<file path="src/dram_sched_pkg.sv">
// constants shared by the dram request scheduler files
// assumes one controller clock domain and byte-wide registers
package dram_sched_pkg;
  // ==========================================================
  // register offsets
  localparam logic [7:0] OFS_QUEUE_PROMO = 8'h66;
  localparam logic [7:0] OFS_DIMM_SEL = 8'h67;
  localparam logic [7:0] OFS_WR_EXPIRE = 8'h68;
  localparam logic [7:0] OFS_BANK_CTRL = 8'h69;
  localparam logic [7:0] OFS_REORDER = 8'h6A;
  localparam logic [7:0] OFS_INIT_CTRL = 8'h6B;
  // ==========================================================
  // reset values
  localparam logic [7:0] RST_QUEUE_PROMO = 8'h00;
  localparam logic [7:0] RST_DIMM_SEL = 8'h50;
  localparam logic [7:0] RST_WR_EXPIRE = 8'h3F;
  localparam logic [7:0] RST_BANK_CTRL = 8'h82;
  localparam logic [7:0] RST_REORDER = 8'h40;
  localparam logic [7:0] RST_INIT_CTRL = 8'h10;
  // ==========================================================
  // field positions
  localparam int QSIZE_HI = 7;
  localparam int QSIZE_LO = 6;
  localparam int PROMO_HI = 3;
  localparam int EXPIRE_HI = 5;
  localparam int PAGES_HI = 7;
  localparam int PAGES_LO = 6;
  localparam int SCRAMBLE_BIT = 5;
  localparam int REFRESH_HI_BIT = 2;
  localparam int MULTI_PAGE_BIT = 0;
  localparam int BYPASS_HI = 7;
  localparam int BYPASS_LO = 4;
  localparam int DRAIN_HI = 3;
  localparam int DLL_CAL_BIT = 7;
  // ==========================================================
  // counts and encodings
  localparam logic [2:0] DEPTH_TWO = 3'h2;
  localparam logic [2:0] DEPTH_THREE = 3'h3;
  localparam logic [2:0] DEPTH_FOUR = 3'h4;
  localparam logic [4:0] REFRESH_HI_LEVEL = 5'h08;
  localparam logic [2:0] PROMO_STEP_SHIFT = 3'h2;
  localparam int NUM_SRC = 4;
  localparam int NUM_RANK = 4;
  localparam int NUM_BANK = 8;
  localparam int ROW_W = 16;
  localparam int ADDR_W = 32;
  // fixed and scrambling address bit positions for bank address
  localparam int BA_FIXED_LSB = 13;
  localparam int BA_SCRAMBLE_LSB = 17;
  typedef enum logic [1:0] {
    SVC_READ = 2'b01,
    SVC_WRITE = 2'b10
  } svc_state_t;
endpackage

</file>
<file path="src/promo_timer.sv">
// one requester's aging counter for priority promotion
// assumes request level and grant pulse on the controller clock
`timescale 1ns/1ps
`default_nettype none
module promo_timer
  import dram_sched_pkg::*;
(
  input wire logic core_clk, // controller clock
  input wire logic nrst, // sync reset, active low
  input wire logic req_valid, // request pending
  input wire logic granted, // grant pulse
  input wire logic [3:0] promo_set, // promotion setting
  output logic promoted // request is high priority
);
  logic [6:0] wait_ff;
  logic [6:0] limit;

  // limit is setting times four clocks
  assign limit = {1'b0, promo_set, 2'b00};
  // waiting count, restarts on grant or withdrawal
  always_ff @(posedge core_clk)
  begin
    if (!nrst || !req_valid || granted)
      wait_ff <= 7'h00;
    else if (wait_ff != 7'h7F)
      wait_ff <= wait_ff + 7'h01;
  end
  // promote once waited longer than limit; zero disables
  assign promoted = req_valid && (promo_set != 4'h0)
    && (wait_ff > limit);

  a_promo_zero_off: assert property (@(posedge core_clk) disable iff (!nrst)
    (promo_set == 4'h0) |-> !promoted)
    else $error("promotion active with setting zero");
  a_promo_restart: assert property (@(posedge core_clk) disable iff (!nrst)
    granted |=> (wait_ff == 7'h00))
    else $error("wait count not restarted after grant");
endmodule
`default_nettype wire

</file>
<file path="src/page_table.sv">
// open page table, one row register per bank for each rank
// assumes one access lookup per cycle on the controller clock
`timescale 1ns/1ps
`default_nettype none
module page_table
  import dram_sched_pkg::*;
#(
  parameter int RANKS = NUM_RANK,
  parameter int BANKS = NUM_BANK
)
(
  input wire logic core_clk, // controller clock
  input wire logic nrst, // sync reset, active low
  input wire logic acc_valid, // access issued
  input wire logic [1:0] acc_rank, // rank of access
  input wire logic [2:0] acc_bank, // bank of access
  input wire logic [ROW_W-1:0] acc_row, // row of access
  input wire logic multi_page, // multiple page mode on
  input wire logic [1:0] page_count, // pages per rank code
  output logic page_hit, // row already open
  output logic precharge // close bank after access
);
  logic [RANKS*BANKS-1:0] open_ff;
  logic [ROW_W-1:0] row_ff [RANKS*BANKS];
  logic [4:0] idx;
  logic bank_used;

  initial
  begin
    if (RANKS != 4 || BANKS != 8)
      $error("page table supports four ranks of eight banks");
  end
  assign idx = {acc_rank, acc_bank};
  // banks beyond the chosen count run as non-page cycles
  always_comb
  begin
    case (page_count)
      2'b01: bank_used = (acc_bank[2:1] == 2'b00);
      2'b10: bank_used = (acc_bank[2] == 1'b0);
      2'b11: bank_used = 1'b1;
      default: bank_used = 1'b0;
    endcase
  end
  // precharge after every access unless page mode keeps it open
  assign precharge = !(multi_page && bank_used);
  assign page_hit = !precharge && open_ff[idx]
    && (row_ff[idx] == acc_row);
  // track open rows, up to 32 pages across all ranks
  always_ff @(posedge core_clk)
  begin
    if (!nrst || !multi_page)
      open_ff <= '0;
    else if (acc_valid)
      open_ff[idx] <= !precharge;
  end
  always_ff @(posedge core_clk)
  begin
    if (acc_valid && !precharge)
      row_ff[idx] <= acc_row;
  end

  a_unused_closed: assert property (@(posedge core_clk) disable iff (!nrst)
    (acc_valid && !bank_used) |=> !open_ff[$past(idx)])
    else $error("unused bank left open");
endmodule
`default_nettype wire

</file>
<file path="src/dram_request_scheduler.sv">
// dram request scheduler: arbitration, read/write service, pages
// assumes byte register port and all inputs on the controller clock
//
// What this block does
// - queue size code sets command queue depth
// - aged normal requests become high priority
// - no low grant while high pending
// - serve reads first, writes when none
// - write service expires after programmed clocks
// - snoop hit flushes hit writes first
// - expiration timer holds during snoop flush
// - drain writes down to threshold, then reads
// - limit bypasses of one queued read
// - page count picks used page registers
// - two, four or eight pages per rank, unused banks closed
// - scrambled bank address from address XOR
// - refresh high after eight or always
// - no multi-page means precharge every access
// - write one starts strobe DLL calibration
`timescale 1ns/1ps
`default_nettype none
module dram_request_scheduler
  import dram_sched_pkg::*;
(
  input wire logic core_clk, // controller clock
  input wire logic nrst, // sync reset, active low
  input wire logic reg_wr, // register write strobe
  input wire logic [7:0] reg_addr, // register offset
  input wire logic [7:0] reg_wdata, // write data
  output logic [7:0] reg_rdata_ff, // read data
  input wire logic [NUM_SRC-1:0] req_valid, // host,gfx,disp,video
  input wire logic [NUM_SRC-1:0] req_high, // native high priority
  input wire logic refresh_req, // refresh request pulse
  output logic [NUM_SRC-1:0] grant_ff, // source grant pulse
  output logic refresh_grant_ff, // refresh grant pulse
  input wire logic rd_pending, // reads in read queue
  input wire logic [4:0] wr_count, // writes in write queue
  input wire logic wr_done, // one write served
  input wire logic snoop_flush, // snoop-hit writes pending
  output logic serve_writes_ff, // serving write queue
  input wire logic rd_bypassed, // oldest read passed over
  input wire logic rd_head_done, // oldest read served
  output logic bypass_block_ff, // no further bypass
  output logic [2:0] cmdq_depth_ff, // command queue entries
  input wire logic acc_valid, // dram access issued
  input wire logic [1:0] acc_rank, // access rank
  input wire logic [ADDR_W-1:0] acc_addr, // requester address
  input wire logic [ROW_W-1:0] acc_row, // access row
  output logic page_hit_ff, // access hits open row
  output logic precharge_ff, // close page after access
  output logic [2:0] bank_addr_ff, // bank_addr_bit2..0
  output logic dll_cal_ff // strobe DLL calibrating
);
  logic [7:0] queue_promo_ff;
  logic [7:0] dimm_sel_ff;
  logic [7:0] wr_expire_ff;
  logic [7:0] bank_ctrl_ff;
  logic [7:0] reorder_ff;
  logic [7:0] init_ctrl_ff;
  logic [NUM_SRC-1:0] promoted;
  logic [NUM_SRC-1:0] hi_req;
  logic [NUM_SRC-1:0] lo_req;
  logic [NUM_SRC-1:0] nxt_grant;
  logic nxt_refresh_grant;
  logic [4:0] refresh_cnt_ff;
  logic refresh_hi;
  svc_state_t svc_ff;
  svc_state_t nxt_svc;
  logic [5:0] expire_cnt_ff;
  logic expired;
  logic drained;
  logic [3:0] bypass_cnt_ff;
  logic page_hit;
  logic precharge;
  logic [2:0] fixed_ba;
  logic [2:0] scram_ba;

  // ==========================================================
  // register file
  // writes take effect on the next scheduling decision
  always_ff @(posedge core_clk)
  begin
    if (!nrst)
    begin
      queue_promo_ff <= RST_QUEUE_PROMO;
      dimm_sel_ff <= RST_DIMM_SEL;
      wr_expire_ff <= RST_WR_EXPIRE;
      bank_ctrl_ff <= RST_BANK_CTRL;
      reorder_ff <= RST_REORDER;
      init_ctrl_ff <= RST_INIT_CTRL;
    end
    else if (reg_wr)
    begin
      case (reg_addr)
        OFS_QUEUE_PROMO: queue_promo_ff <= reg_wdata;
        OFS_DIMM_SEL: dimm_sel_ff <= reg_wdata;
        OFS_WR_EXPIRE: wr_expire_ff <= reg_wdata;
        OFS_BANK_CTRL: bank_ctrl_ff <= reg_wdata;
        OFS_REORDER: reorder_ff <= reg_wdata;
        OFS_INIT_CTRL: init_ctrl_ff <= reg_wdata;
        default: ;
      endcase
    end
  end
  // read back; unmapped offsets read zero
  always_ff @(posedge core_clk)
  begin
    if (!nrst)
      reg_rdata_ff <= 8'h00;
    else
    begin
      case (reg_addr)
        OFS_QUEUE_PROMO: reg_rdata_ff <= queue_promo_ff;
        OFS_DIMM_SEL: reg_rdata_ff <= dimm_sel_ff;
        OFS_WR_EXPIRE: reg_rdata_ff <= wr_expire_ff;
        OFS_BANK_CTRL: reg_rdata_ff <= bank_ctrl_ff;
        OFS_REORDER: reg_rdata_ff <= reorder_ff;
        OFS_INIT_CTRL: reg_rdata_ff <= init_ctrl_ff;
        default: reg_rdata_ff <= 8'h00;
      endcase
    end
  end

  // ==========================================================
  // command queue depth from size code
  always_ff @(posedge core_clk)
  begin
    if (!nrst)
      cmdq_depth_ff <= DEPTH_TWO;
    else
    begin
      case (queue_promo_ff[QSIZE_HI:QSIZE_LO])
        2'b10: cmdq_depth_ff <= DEPTH_FOUR;
        2'b11: cmdq_depth_ff <= DEPTH_THREE;
        default: cmdq_depth_ff <= DEPTH_TWO;
      endcase
    end
  end

  // ==========================================================
  // promotion timers, one per requesting source
  genvar g;
  generate
    for (g = 0; g < NUM_SRC; g++)
    begin : g_promo
      promo_timer u_promo (
        .core_clk(core_clk),
        .nrst(nrst),
        .req_valid(req_valid[g]),
        .granted(grant_ff[g]),
        .promo_set(queue_promo_ff[PROMO_HI:0]),
        .promoted(promoted[g])
      );
    end
  endgenerate

  // pending refresh count, high at eight or when forced
  always_ff @(posedge core_clk)
  begin
    if (!nrst)
      refresh_cnt_ff <= 5'h00;
    else if (refresh_req && !refresh_grant_ff)
    begin
      if (refresh_cnt_ff != 5'h1F)
        refresh_cnt_ff <= refresh_cnt_ff + 5'h01;
    end
    else if (!refresh_req && refresh_grant_ff)
      refresh_cnt_ff <= refresh_cnt_ff - 5'h01;
  end
  assign refresh_hi = (refresh_cnt_ff != 5'h00)
    && (bank_ctrl_ff[REFRESH_HI_BIT]
    || refresh_cnt_ff >= REFRESH_HI_LEVEL);

  // ==========================================================
  // arbiter: high before low, lowest index first
  assign hi_req = req_valid & ~grant_ff & (req_high | promoted);
  assign lo_req = req_valid & ~grant_ff & ~(req_high | promoted);
  always_comb
  begin
    nxt_grant = '0;
    nxt_refresh_grant = 1'b0;
    if (refresh_hi && !refresh_grant_ff)
      nxt_refresh_grant = 1'b1;
    else if (hi_req != '0)
      nxt_grant = hi_req & (~hi_req + NUM_SRC'(1));
    else if (refresh_cnt_ff != 5'h00 && !refresh_grant_ff)
      nxt_refresh_grant = 1'b1;
    else
      nxt_grant = lo_req & (~lo_req + NUM_SRC'(1));
  end
  always_ff @(posedge core_clk)
  begin
    if (!nrst)
    begin
      grant_ff <= '0;
      refresh_grant_ff <= 1'b0;
    end
    else
    begin
      grant_ff <= nxt_grant;
      refresh_grant_ff <= nxt_refresh_grant;
    end
  end

  // ==========================================================
  // read/write service policy
  assign drained = ({1'b0, wr_count} <= {2'b00, reorder_ff[DRAIN_HI:0]});
  assign expired = (expire_cnt_ff > wr_expire_ff[EXPIRE_HI:0])
    || (wr_done && expire_cnt_ff >= wr_expire_ff[EXPIRE_HI:0]);
  always_comb
  begin
    nxt_svc = svc_ff;
    case (svc_ff)
      SVC_READ:
      begin
        if (snoop_flush || (!rd_pending && wr_count != 5'h00))
          nxt_svc = SVC_WRITE;
      end
      SVC_WRITE:
      begin
        if (snoop_flush)
          nxt_svc = SVC_WRITE;
        else if (wr_count == 5'h00 || drained)
          nxt_svc = SVC_READ;
        else if (expired && rd_pending)
          nxt_svc = SVC_READ;
      end
      default: nxt_svc = SVC_READ;
    endcase
  end
  always_ff @(posedge core_clk)
  begin
    if (!nrst)
      svc_ff <= SVC_READ;
    else
      svc_ff <= nxt_svc;
  end
  // expiration count runs in write service, holds during flush
  always_ff @(posedge core_clk)
  begin
    if (!nrst || svc_ff != SVC_WRITE)
      expire_cnt_ff <= 6'h00;
    else if (!snoop_flush && expire_cnt_ff != 6'h3F)
      expire_cnt_ff <= expire_cnt_ff + 6'h01;
  end
  always_ff @(posedge core_clk)
  begin
    if (!nrst)
      serve_writes_ff <= 1'b0;
    else
      serve_writes_ff <= (nxt_svc == SVC_WRITE);
  end

  // ==========================================================
  // bypass limit for the oldest queued read
  always_ff @(posedge core_clk)
  begin
    if (!nrst || rd_head_done)
      bypass_cnt_ff <= 4'h0;
    else if (rd_bypassed && !bypass_block_ff)
      bypass_cnt_ff <= bypass_cnt_ff + 4'h1;
  end
  always_ff @(posedge core_clk)
  begin
    if (!nrst)
      bypass_block_ff <= 1'b1;
    else
      bypass_block_ff <= !rd_head_done
        && (bypass_cnt_ff + {3'h0, rd_bypassed && !bypass_block_ff}
        >= reorder_ff[BYPASS_HI:BYPASS_LO]);
  end

  // ==========================================================
  // page management and bank address
  page_table u_pages (
    .core_clk(core_clk),
    .nrst(nrst),
    .acc_valid(acc_valid),
    .acc_rank(acc_rank),
    .acc_bank(bank_addr_ff),
    .acc_row(acc_row),
    .multi_page(bank_ctrl_ff[MULTI_PAGE_BIT]),
    .page_count(bank_ctrl_ff[PAGES_HI:PAGES_LO]),
    .page_hit(page_hit),
    .precharge(precharge)
  );
  assign fixed_ba = acc_addr[BA_FIXED_LSB +: 3];
  assign scram_ba = fixed_ba ^ acc_addr[BA_SCRAMBLE_LSB +: 3];
  always_ff @(posedge core_clk)
  begin
    if (!nrst)
    begin
      bank_addr_ff <= 3'h0;
      page_hit_ff <= 1'b0;
      precharge_ff <= 1'b1;
    end
    else
    begin
      bank_addr_ff <= bank_ctrl_ff[SCRAMBLE_BIT] ? scram_ba : fixed_ba;
      page_hit_ff <= acc_valid && page_hit;
      precharge_ff <= precharge;
    end
  end

  // strobe DLL calibration follows its control bit
  always_ff @(posedge core_clk)
  begin
    if (!nrst)
      dll_cal_ff <= 1'b0;
    else
      dll_cal_ff <= init_ctrl_ff[DLL_CAL_BIT];
  end

  // ==========================================================
  a_high_first: assert property (@(posedge core_clk) disable iff (!nrst)
    (hi_req != '0) |=> ((grant_ff & $past(lo_req)) == '0))
    else $error("low request granted while high pending");
  a_read_first: assert property (@(posedge core_clk) disable iff (!nrst)
    (svc_ff == SVC_READ && rd_pending && !snoop_flush)
    |=> !serve_writes_ff)
    else $error("writes served with reads pending");
  a_flush_hold: assert property (@(posedge core_clk) disable iff (!nrst)
    (svc_ff == SVC_WRITE && snoop_flush)
    |=> $stable(expire_cnt_ff) && svc_ff == SVC_WRITE)
    else $error("expiration count moved during flush");
  a_drain_stop: assert property (@(posedge core_clk) disable iff (!nrst)
    (svc_ff == SVC_WRITE && !snoop_flush && drained)
    |=> svc_ff == SVC_READ)
    else $error("write service kept past threshold");
  a_no_multi: assert property (@(posedge core_clk) disable iff (!nrst)
    !bank_ctrl_ff[MULTI_PAGE_BIT] |=> precharge_ff)
    else $error("page held open in non-page mode");
  a_qdepth: assert property (@(posedge core_clk) disable iff (!nrst)
    (queue_promo_ff[QSIZE_HI:QSIZE_LO] == 2'b11)
    |=> cmdq_depth_ff == DEPTH_THREE)
    else $error("queue depth code misread");
  a_refresh_force: assert property (@(posedge core_clk) disable iff (!nrst)
    (refresh_cnt_ff >= REFRESH_HI_LEVEL && !refresh_grant_ff)
    |=> refresh_grant_ff)
    else $error("accumulated refresh not granted");
endmodule
`default_nettype wire

</file>
<file path="config.mk">
export PLATFORM = sky130hd
export DESIGN_NAME = dram_request_scheduler
export DESIGN_NICKNAME = d
export VERILOG_FILES = /design/src/dram_sched_pkg.sv /design/src/promo_timer.sv /design/src/page_table.sv /design/src/dram_request_scheduler.sv
export SDC_FILE = /design/constraint.sdc
export NUM_CORES = 1
export LEC_CHECK = 0
export BUFFER_PORTS_ARGS = -buffer_cell sky130_fd_sc_hd__buf_2
export CAP_MARGIN = 20
export CORE_ASPECT_RATIO = 0.9
export CORE_MARGIN = 2
export CORE_UTILIZATION = 65
export DETAILED_ROUTE_END_ITERATION = 8
export PLACE_DENSITY_LB_ADDON = 0.3
export SETUP_SLACK_MARGIN = 0.05
export SLEW_MARGIN = 5
export SYNTH_ARGS = -nofsm -noshare
export SYNTH_HDL_FRONTEND = slang
export SYNTH_SLANG_ARGS = --single-unit
</file>
<file path="constraint.sdc">
create_clock -name core_clk -period 4.9 [get_ports core_clk]
set_input_delay 0.245 -clock core_clk [delete_from_list [all_inputs] [get_ports core_clk]]
set_output_delay 0.245 -clock core_clk [all_outputs]
set_load 0.005 [all_outputs]
</file>
==> results of run 1 <==
power by group:
group / internal (W) / switching (W)
Clock: 0.00265 / 0.00199
Sequential: 0.00607 / 0.0000634
Combinational: 0.000319 / 0.000453
logic make-up after synthesis:
| kind of cell | synth area share [%] |
|---|---|
| buf+inv | 2.62 |
| xor+xnor | 1.50 |
| fa+ha+maj | 2.22 |
| simple gates | 7.81 |
| compound gates | 6.50 |
| mux | 12.2 |
| flops | 67.1 |
worst reg2reg max path, delay by kind of cell (launching register included):
kind / cells / cell delay, ns
buffers and inverters: 1 / 0.38
flip-flops: 1 / 1.00
AND/OR/NAND/NOR: 4 / 2.08
flip-flops by register name, summed over array words and instances (netlist names):
name and count:
bypass_block_ff 1, page_hit_ff 1, refresh_cnt_ff 5, svc_ff 2
bank_ctrl_ff 8, bypass_cnt_ff 4, refresh_grant_ff 1, expire_cnt_ff 6
cmdq_depth_ff 3, precharge_ff 1, u_pages.row_ff 512, serve_writes_ff 1
bank_addr_ff 3, g_promo.u_promo.wait_ff 28, u_pages.open_ff 32, reg_rdata_ff 8
reorder_ff 8, wr_expire_ff 8, dimm_sel_ff 8, dll_cal_ff 1
init_ctrl_ff 8, grant_ff 4, queue_promo_ff 8
Yosys cell counts, drive strengths merged, types with 25 or more instances:
cell type | count | area (um2)
a21oi | 67 | 335
a22oi | 25 | 208
buf | 60 | 389
clkbuf | 34 | 128
dfxtp | 149 | 2980
edfxtp | 512 | 15400
ha | 47 | 588
inv | 53 | 199
mux2i | 212 | 2120
mux4 | 53 | 1230
nand2 | 108 | 405
nand3 | 47 | 235
nor2 | 104 | 390
nor2b | 40 | 250
o21ai | 61 | 305
o22ai | 88 | 551
xnor2 | 29 | 254
through the flow:
stage / utilization [%] / std cells
6_report: 73.4 / 2595
5_1_grt: 73.4 / 2595
4_1_cts: 73.3 / 2591
3_5_place_dp: 68.2 / 2463
3_3_place_gp: 68.2 / 2463
2_1_floorplan: - / 1878
worst min path at each step:
| stage | from | to | slack (ns) | cells past startpoint |
|---|---|---|---|---|
| floorplan | acc_row[0] | u_pages.row_ff[0][0] | 0.34 | 0 |
| global placement | dimm_sel_ff[6] | dimm_sel_ff[6] | 0.45 | 2 |
| finish | acc_addr[17] | bank_addr_ff[0] | 0.03 | 4 |
| global route | acc_addr[17] | bank_addr_ff[0] | 0.05 | 4 |
| detailed placement | dimm_sel_ff[6] | dimm_sel_ff[6] | 0.46 | 2 |
| CTS | acc_addr[17] | bank_addr_ff[0] | 0.01 | 4 |
area by class of cell:
cell class              count  area [um2]
flip-flops and latches    661       18400
clock buffers              82        1680
multi-input cells        1070        8350
diodes                      1        2.50
fillers                  2535       11100
clock inverters            28         273
repair buffers            153        1020
well taps                 547         684
inverters                  53         199
routing by layer:
layer | wire, um | share of wire [%] | vias to the layer above
li1 | - | - | 7435
met1 | 25700 | 39 | 8341
met2 | 30700 | 46 | 944
met3 | 7550 | 11 | 149
met4 | 2230 | 3.4 | 0
met5 | 0 | 0 | -
==> impl_metrics.csv, run 1 <==
group,metric,value,unit
run_status,run_status,"finished, final reports clean",
timing,layout_worst_path_cycle_share,76.7,%
grt,grt.busiest_layer,"met2",
timing,setup_viol,0,
grt,grt_max_degree,99,
floorplan,die_area,43700,um2
floorplan,die_x,220,um
timing,hold_viol,0,
place,port_buffers,86,
worst_hold_path,hold_path_class,"in -> reg",
setup_path,r2r_cells,5,
floorplan,rows,71,
detailed_routing,drt_wl_total,66200,um
floorplan,die_h,199,um
clocking,root_buffer,"clkbuf_16",
synthesis,synth_nets,2015,
setup_path,critPathKind,"reg -> reg",
floorplan,start_util,65.7,%
setup_path,end_kind,"register",
timing,fin_crit,3.76,ns
detailed_routing,detail-route-antenna-nets,0,
grt,use_met1,43.0,%
floorplan,core_area,41700,um2
detailed_routing,wire_per_inst,25.5,um
grt,grt_use_total,31.0,%
grt,first_global_vias,16500,
setup_path,worst-path-buf-inv,1,
setup_path,reg2reg_to,"u_pages.row_ff[5][8]",
flow_run,drv_cap,0,
detailed_routing,drtIter0Drc,2147,
setup_path,cp-endpoint,"u_pages.row_ff[5][8]",
setup_path,required,5.21,ns
setup_path,cp-start-kind,"register",
setup_path,critical_path.max_fanout,54,
timing,max_freq,266,MHz
synthesis,syn_area,27400,um2
place,hpwl,39900,um
finish,drive_above_1_share,15.1,%
synthesis,ys_seq_area_share,67.1,%
detailed_routing,via_per_inst,6.50,
clocking,cts_buffers,60,
grt,grt_pass1_wl,99000,um
timing,setup_tns,0,ns
clocking,path_clk_slew,0.06,ns
grt,overflow,0,
synthesis,synth-seq-cells,661,
floorplan,io_pins,113,
power,p_total,0.0116,W
power,p_leak,10.4,nW
clocking,tritoncts,"done",
setup_path,crit_path_cell_trace,"nand2_1, nor2_1, nand2_1, nor2_2, buf_4",
setup_path,path_common_cell,"nand2_1",
place,place_area,28400,um2
place,gp_congestion,0.856,
synthesis,syn_inst,1878,
timing,whs,0.0298,ns
clocking,cts_setup_buffers,0,
clocking,cts.sinks,661,
synthesis,postSynthAreaPerCell,14.6,um2
finish,final_cell_mix,"512 x edfxtp_1, 212 x mux2i_1, 147 x dfxtp_1",
place,place_ws,1.21,ns
setup_path,slowest_stage,"dfxtp_4",
synthesis,ys_types,66,
grt,grt_util_met2,47.5,%
clocking,ctsHoldBuffers,18,
clocking,cts-htree-levels,2,
synthesis,synthFlopType,"edfxtp_1",
setup_path,r2r_slack,1.14,ns
clocking,clkLatencyLatePin,0.64,ns
clocking,cts_buffer_depth,3,
setup_path,crit_arrival,4.07,ns
timing,relSlewSlack,23.2,%
detailed_routing,drc_errors,0,
setup_path,critical_path.startpoint,"bank_addr_ff[0]",
grt,met3_usage,7.89,%
setup_path,cpPeakStageDelay,1.00,ns
timing,drv_slew,0,
power,vdd_drop_max,0.000307,V
setup_path,critical_path_depth,5,
power,p_per_area,378,nW/um2
finish,synthToLayoutAreaGrowth,11.7,%
timing,rsz0062_at_grt,"false",
clocking,ctsResizeCount,0,
setup_path,cp_top_family,"simple AND/OR/NAND/NOR gates",
synthesis,synth_enable_flop_cells,512,
finish,final_common_cell,"edfxtp_1",
detailed_routing,dr_total_vias,16900,
detailed_routing,first_pass_iters,6,
timing,worst_pin_slew,1.15,ns
grt,grt_antenna_before_repair,1,
timing,worst_slack,1.14,ns
synthesis,synth-async-reset-ratio,0,%
finish,fin_area,30600,um2
timing,finalClockSkew,0.0250,ns
setup_path,r2r-start,"bank_addr_ff[0]",
finish,fin_nets,2136,
synthesis,yosys_warnings,0,
Power figures use the tool's default switching activity.
==> run 2: changes to the inputs <==
CORE_UTILIZATION = 61   (was 65)
clock period = 3.9 ns   (was 4.9 ns; I/O delays follow)
==> run 2 against run 1 <==
Compared with the run above: count of clock-buffer cells in the layout rose by 6; sequential share of layout area decreased by 1.1 points; global-route usage down 1.4 points; first-iteration DRC count up 0.75%; sequential cell count unchanged; critical path depth grew 4; hold slack better by 0.047 ns; clock power is 27% higher; routed wire length grew 2.8%; critical endpoint is now page_hit_ff; highest routed layer unchanged.
==> impl_metrics.csv, run 2 (synthesis results as in run 1) <==
group,metric,value,unit
run_status,run_status,"finished, final reports clean",
setup_path,r2r-start,"bank_addr_ff[0]",
timing,hold_viol,0,
floorplan,core_area,44200,um2
clocking,cts_buffers,61,
timing,drv_slew,0,
flow_run,drv_cap,0,
setup_path,cp_top_family,"simple AND/OR/NAND/NOR gates",
detailed_routing,dr_total_vias,17300,
finish,synthToLayoutAreaGrowth,13.9,%
worst_hold_path,hp-start,"acc_row[4]",
timing,layout_worst_path_cycle_share,84.7,%
detailed_routing,drc_errors,0,
detailed_routing,via_per_inst,6.39,
finish,antenna_cells,0,
floorplan,rows,73,
finish,fin_nets,2191,
floorplan,die_h,205,um
place,port_buffers,86,
detailed_routing,wire_per_inst,25.2,um
timing,relSlewSlack,41.9,%
timing,rsz0062_at_grt,"false",
finish,fin_area,31200,um2
detailed_routing,drtIter0Drc,2163,
clocking,root_buffer,"clkbuf_16",
clocking,cts_setup_buffers,0,
clocking,clkLatencyLatePin,0.63,ns
setup_path,crit_arrival,3.83,ns
clocking,cts.sinks,661,
timing,fin_crit,3.30,ns
timing,finalClockSkew,0.0172,ns
setup_path,critPathKind,"reg -> reg",
grt,met3_usage,5.88,%
place,hpwl,42400,um
clocking,cts-htree-levels,2,
setup_path,cpPeakStageDelay,0.75,ns
clocking,tritoncts,"done",
setup_path,path_common_cell,"nand2_1",
finish,final_common_cell,"edfxtp_1",
clocking,path_clk_slew,0.06,ns
power,p_per_area,468,nW/um2
power,vdd_drop_max,0.000389,V
detailed_routing,drt_wl_total,68000,um
floorplan,io_pins,113,
setup_path,slowest_stage,"dfxtp_4",
grt,grt.busiest_layer,"met2",
floorplan,start_util,61.9,%
place,gp_congestion,0.895,
setup_path,critical_path.startpoint,"bank_addr_ff[0]",
detailed_routing,first_pass_iters,8,
grt,grt_antenna_before_repair,0,
grt,grt_use_total,29.5,%
finish,utilization,70.5,%
timing,setup_viol,0,
finish,largest_register_ffs,512,
finish,largest_register,"u_pages.row_ff",
floorplan,die_area,46600,um2
grt,overflow,0,
finish,drive_above_1_share,16.8,%
timing,max_freq,303,MHz
finish,top_regs,"u_pages.row_ff (512), u_pages.open_ff (32), g_promo.u_promo.wait_ff (28)",
timing,worst_pin_slew,0.849,ns
grt,first_global_vias,16600,
power,p_leak,10.7,nW
finish,final_cell_mix,"512 x edfxtp_1, 212 x mux2i_1, 147 x dfxtp_1",
setup_path,required,4.43,ns
clocking,cts_buffer_depth,3,
setup_path,worst-path-buf-inv,1,
place,place_area,29000,um2
setup_path,end_kind,"register",
setup_path,critical_path.max_fanout,31,
grt,grt_pass1_wl,101000,um
setup_path,crit_path_cell_trace,"buf_4, mux2i_1, o22ai_1, nor4_1, nand2_1, xnor2_1, nand2_1, or4_4, nor4_2",
setup_path,cp-start-kind,"register",
grt,use_met1,42.4,%
timing,whs,0.0771,ns
timing,setup_tns,0,ns
grt,grt_max_degree,73,
floorplan,die_x,227,um
grt,grt_util_met2,45.1,%
worst_hold_path,hold_path_class,"in -> reg",
detailed_routing,detail-route-antenna-nets,0,
run 2: cell count changes in the layout (fill, tap and decap cells not counted), moves of 2 or more:
cell,previous run,this run
clkbuf_8,7,3
clkbuf_1,13,22
clkinv_2,7,10
dlygate4sd3_1,18,23
clkinv_1,9,6
clkbuf_16,61,63
clkinvlp_4,3,1
buf_4,45,85
buf_12,2,12
run 2: power by group:
part / switching, W / internal (W)
Clock: 0.00253 / 0.00334
Sequential: 0.0000739 / 0.00763
Combinational: 0.000590 / 0.000424
Total: 0.00319 / 0.0114
run 2: repair_timing:
item	4_1_cts	5_1_grt
setup endpoints to repair	0	0
endpoints found under the hold margin	61	0
resized for setup	0	0
hold buffers	23	0
run 2: per-stage QoR:
stage	cells	total power (W)	setup slack, ns
global route	2703	0.0150	0.417
finish	2703	0.0146	0.598
floorplan	1878	0.00849	0.821
global placement	2567	0.00879	0.746
detailed placement	2567	0.00883	0.703
CTS	2702	0.0146	0.657
run 2: per-layer routing:
metal,vias up,part of all wire [%]
li1,7523,-
met1,8615,40
met2,975,45
met3,152,11
met4,0,3.6
met5,-,0
run 2: cell type report:
cell class	count	area, um2
multi-input combinational	1070	8340
clock buffer	88	1700
tap	600	751
sequential	661	18400
fill	2859	13100
timing repair buffer	207	1550
inverter	53	199
clock inverter	24	244
run 2: final timing paths:
kind | end | slack (ns) | cells after the start
setup reg to reg | page_hit_ff | 0.60 | 9
setup / recovery | page_hit_ff | 0.60 | 9
hold reg to reg | init_ctrl_ff[1] | 0.46 | 2
hold / removal | u_pages.row_ff[3][4] | 0.08 | 1
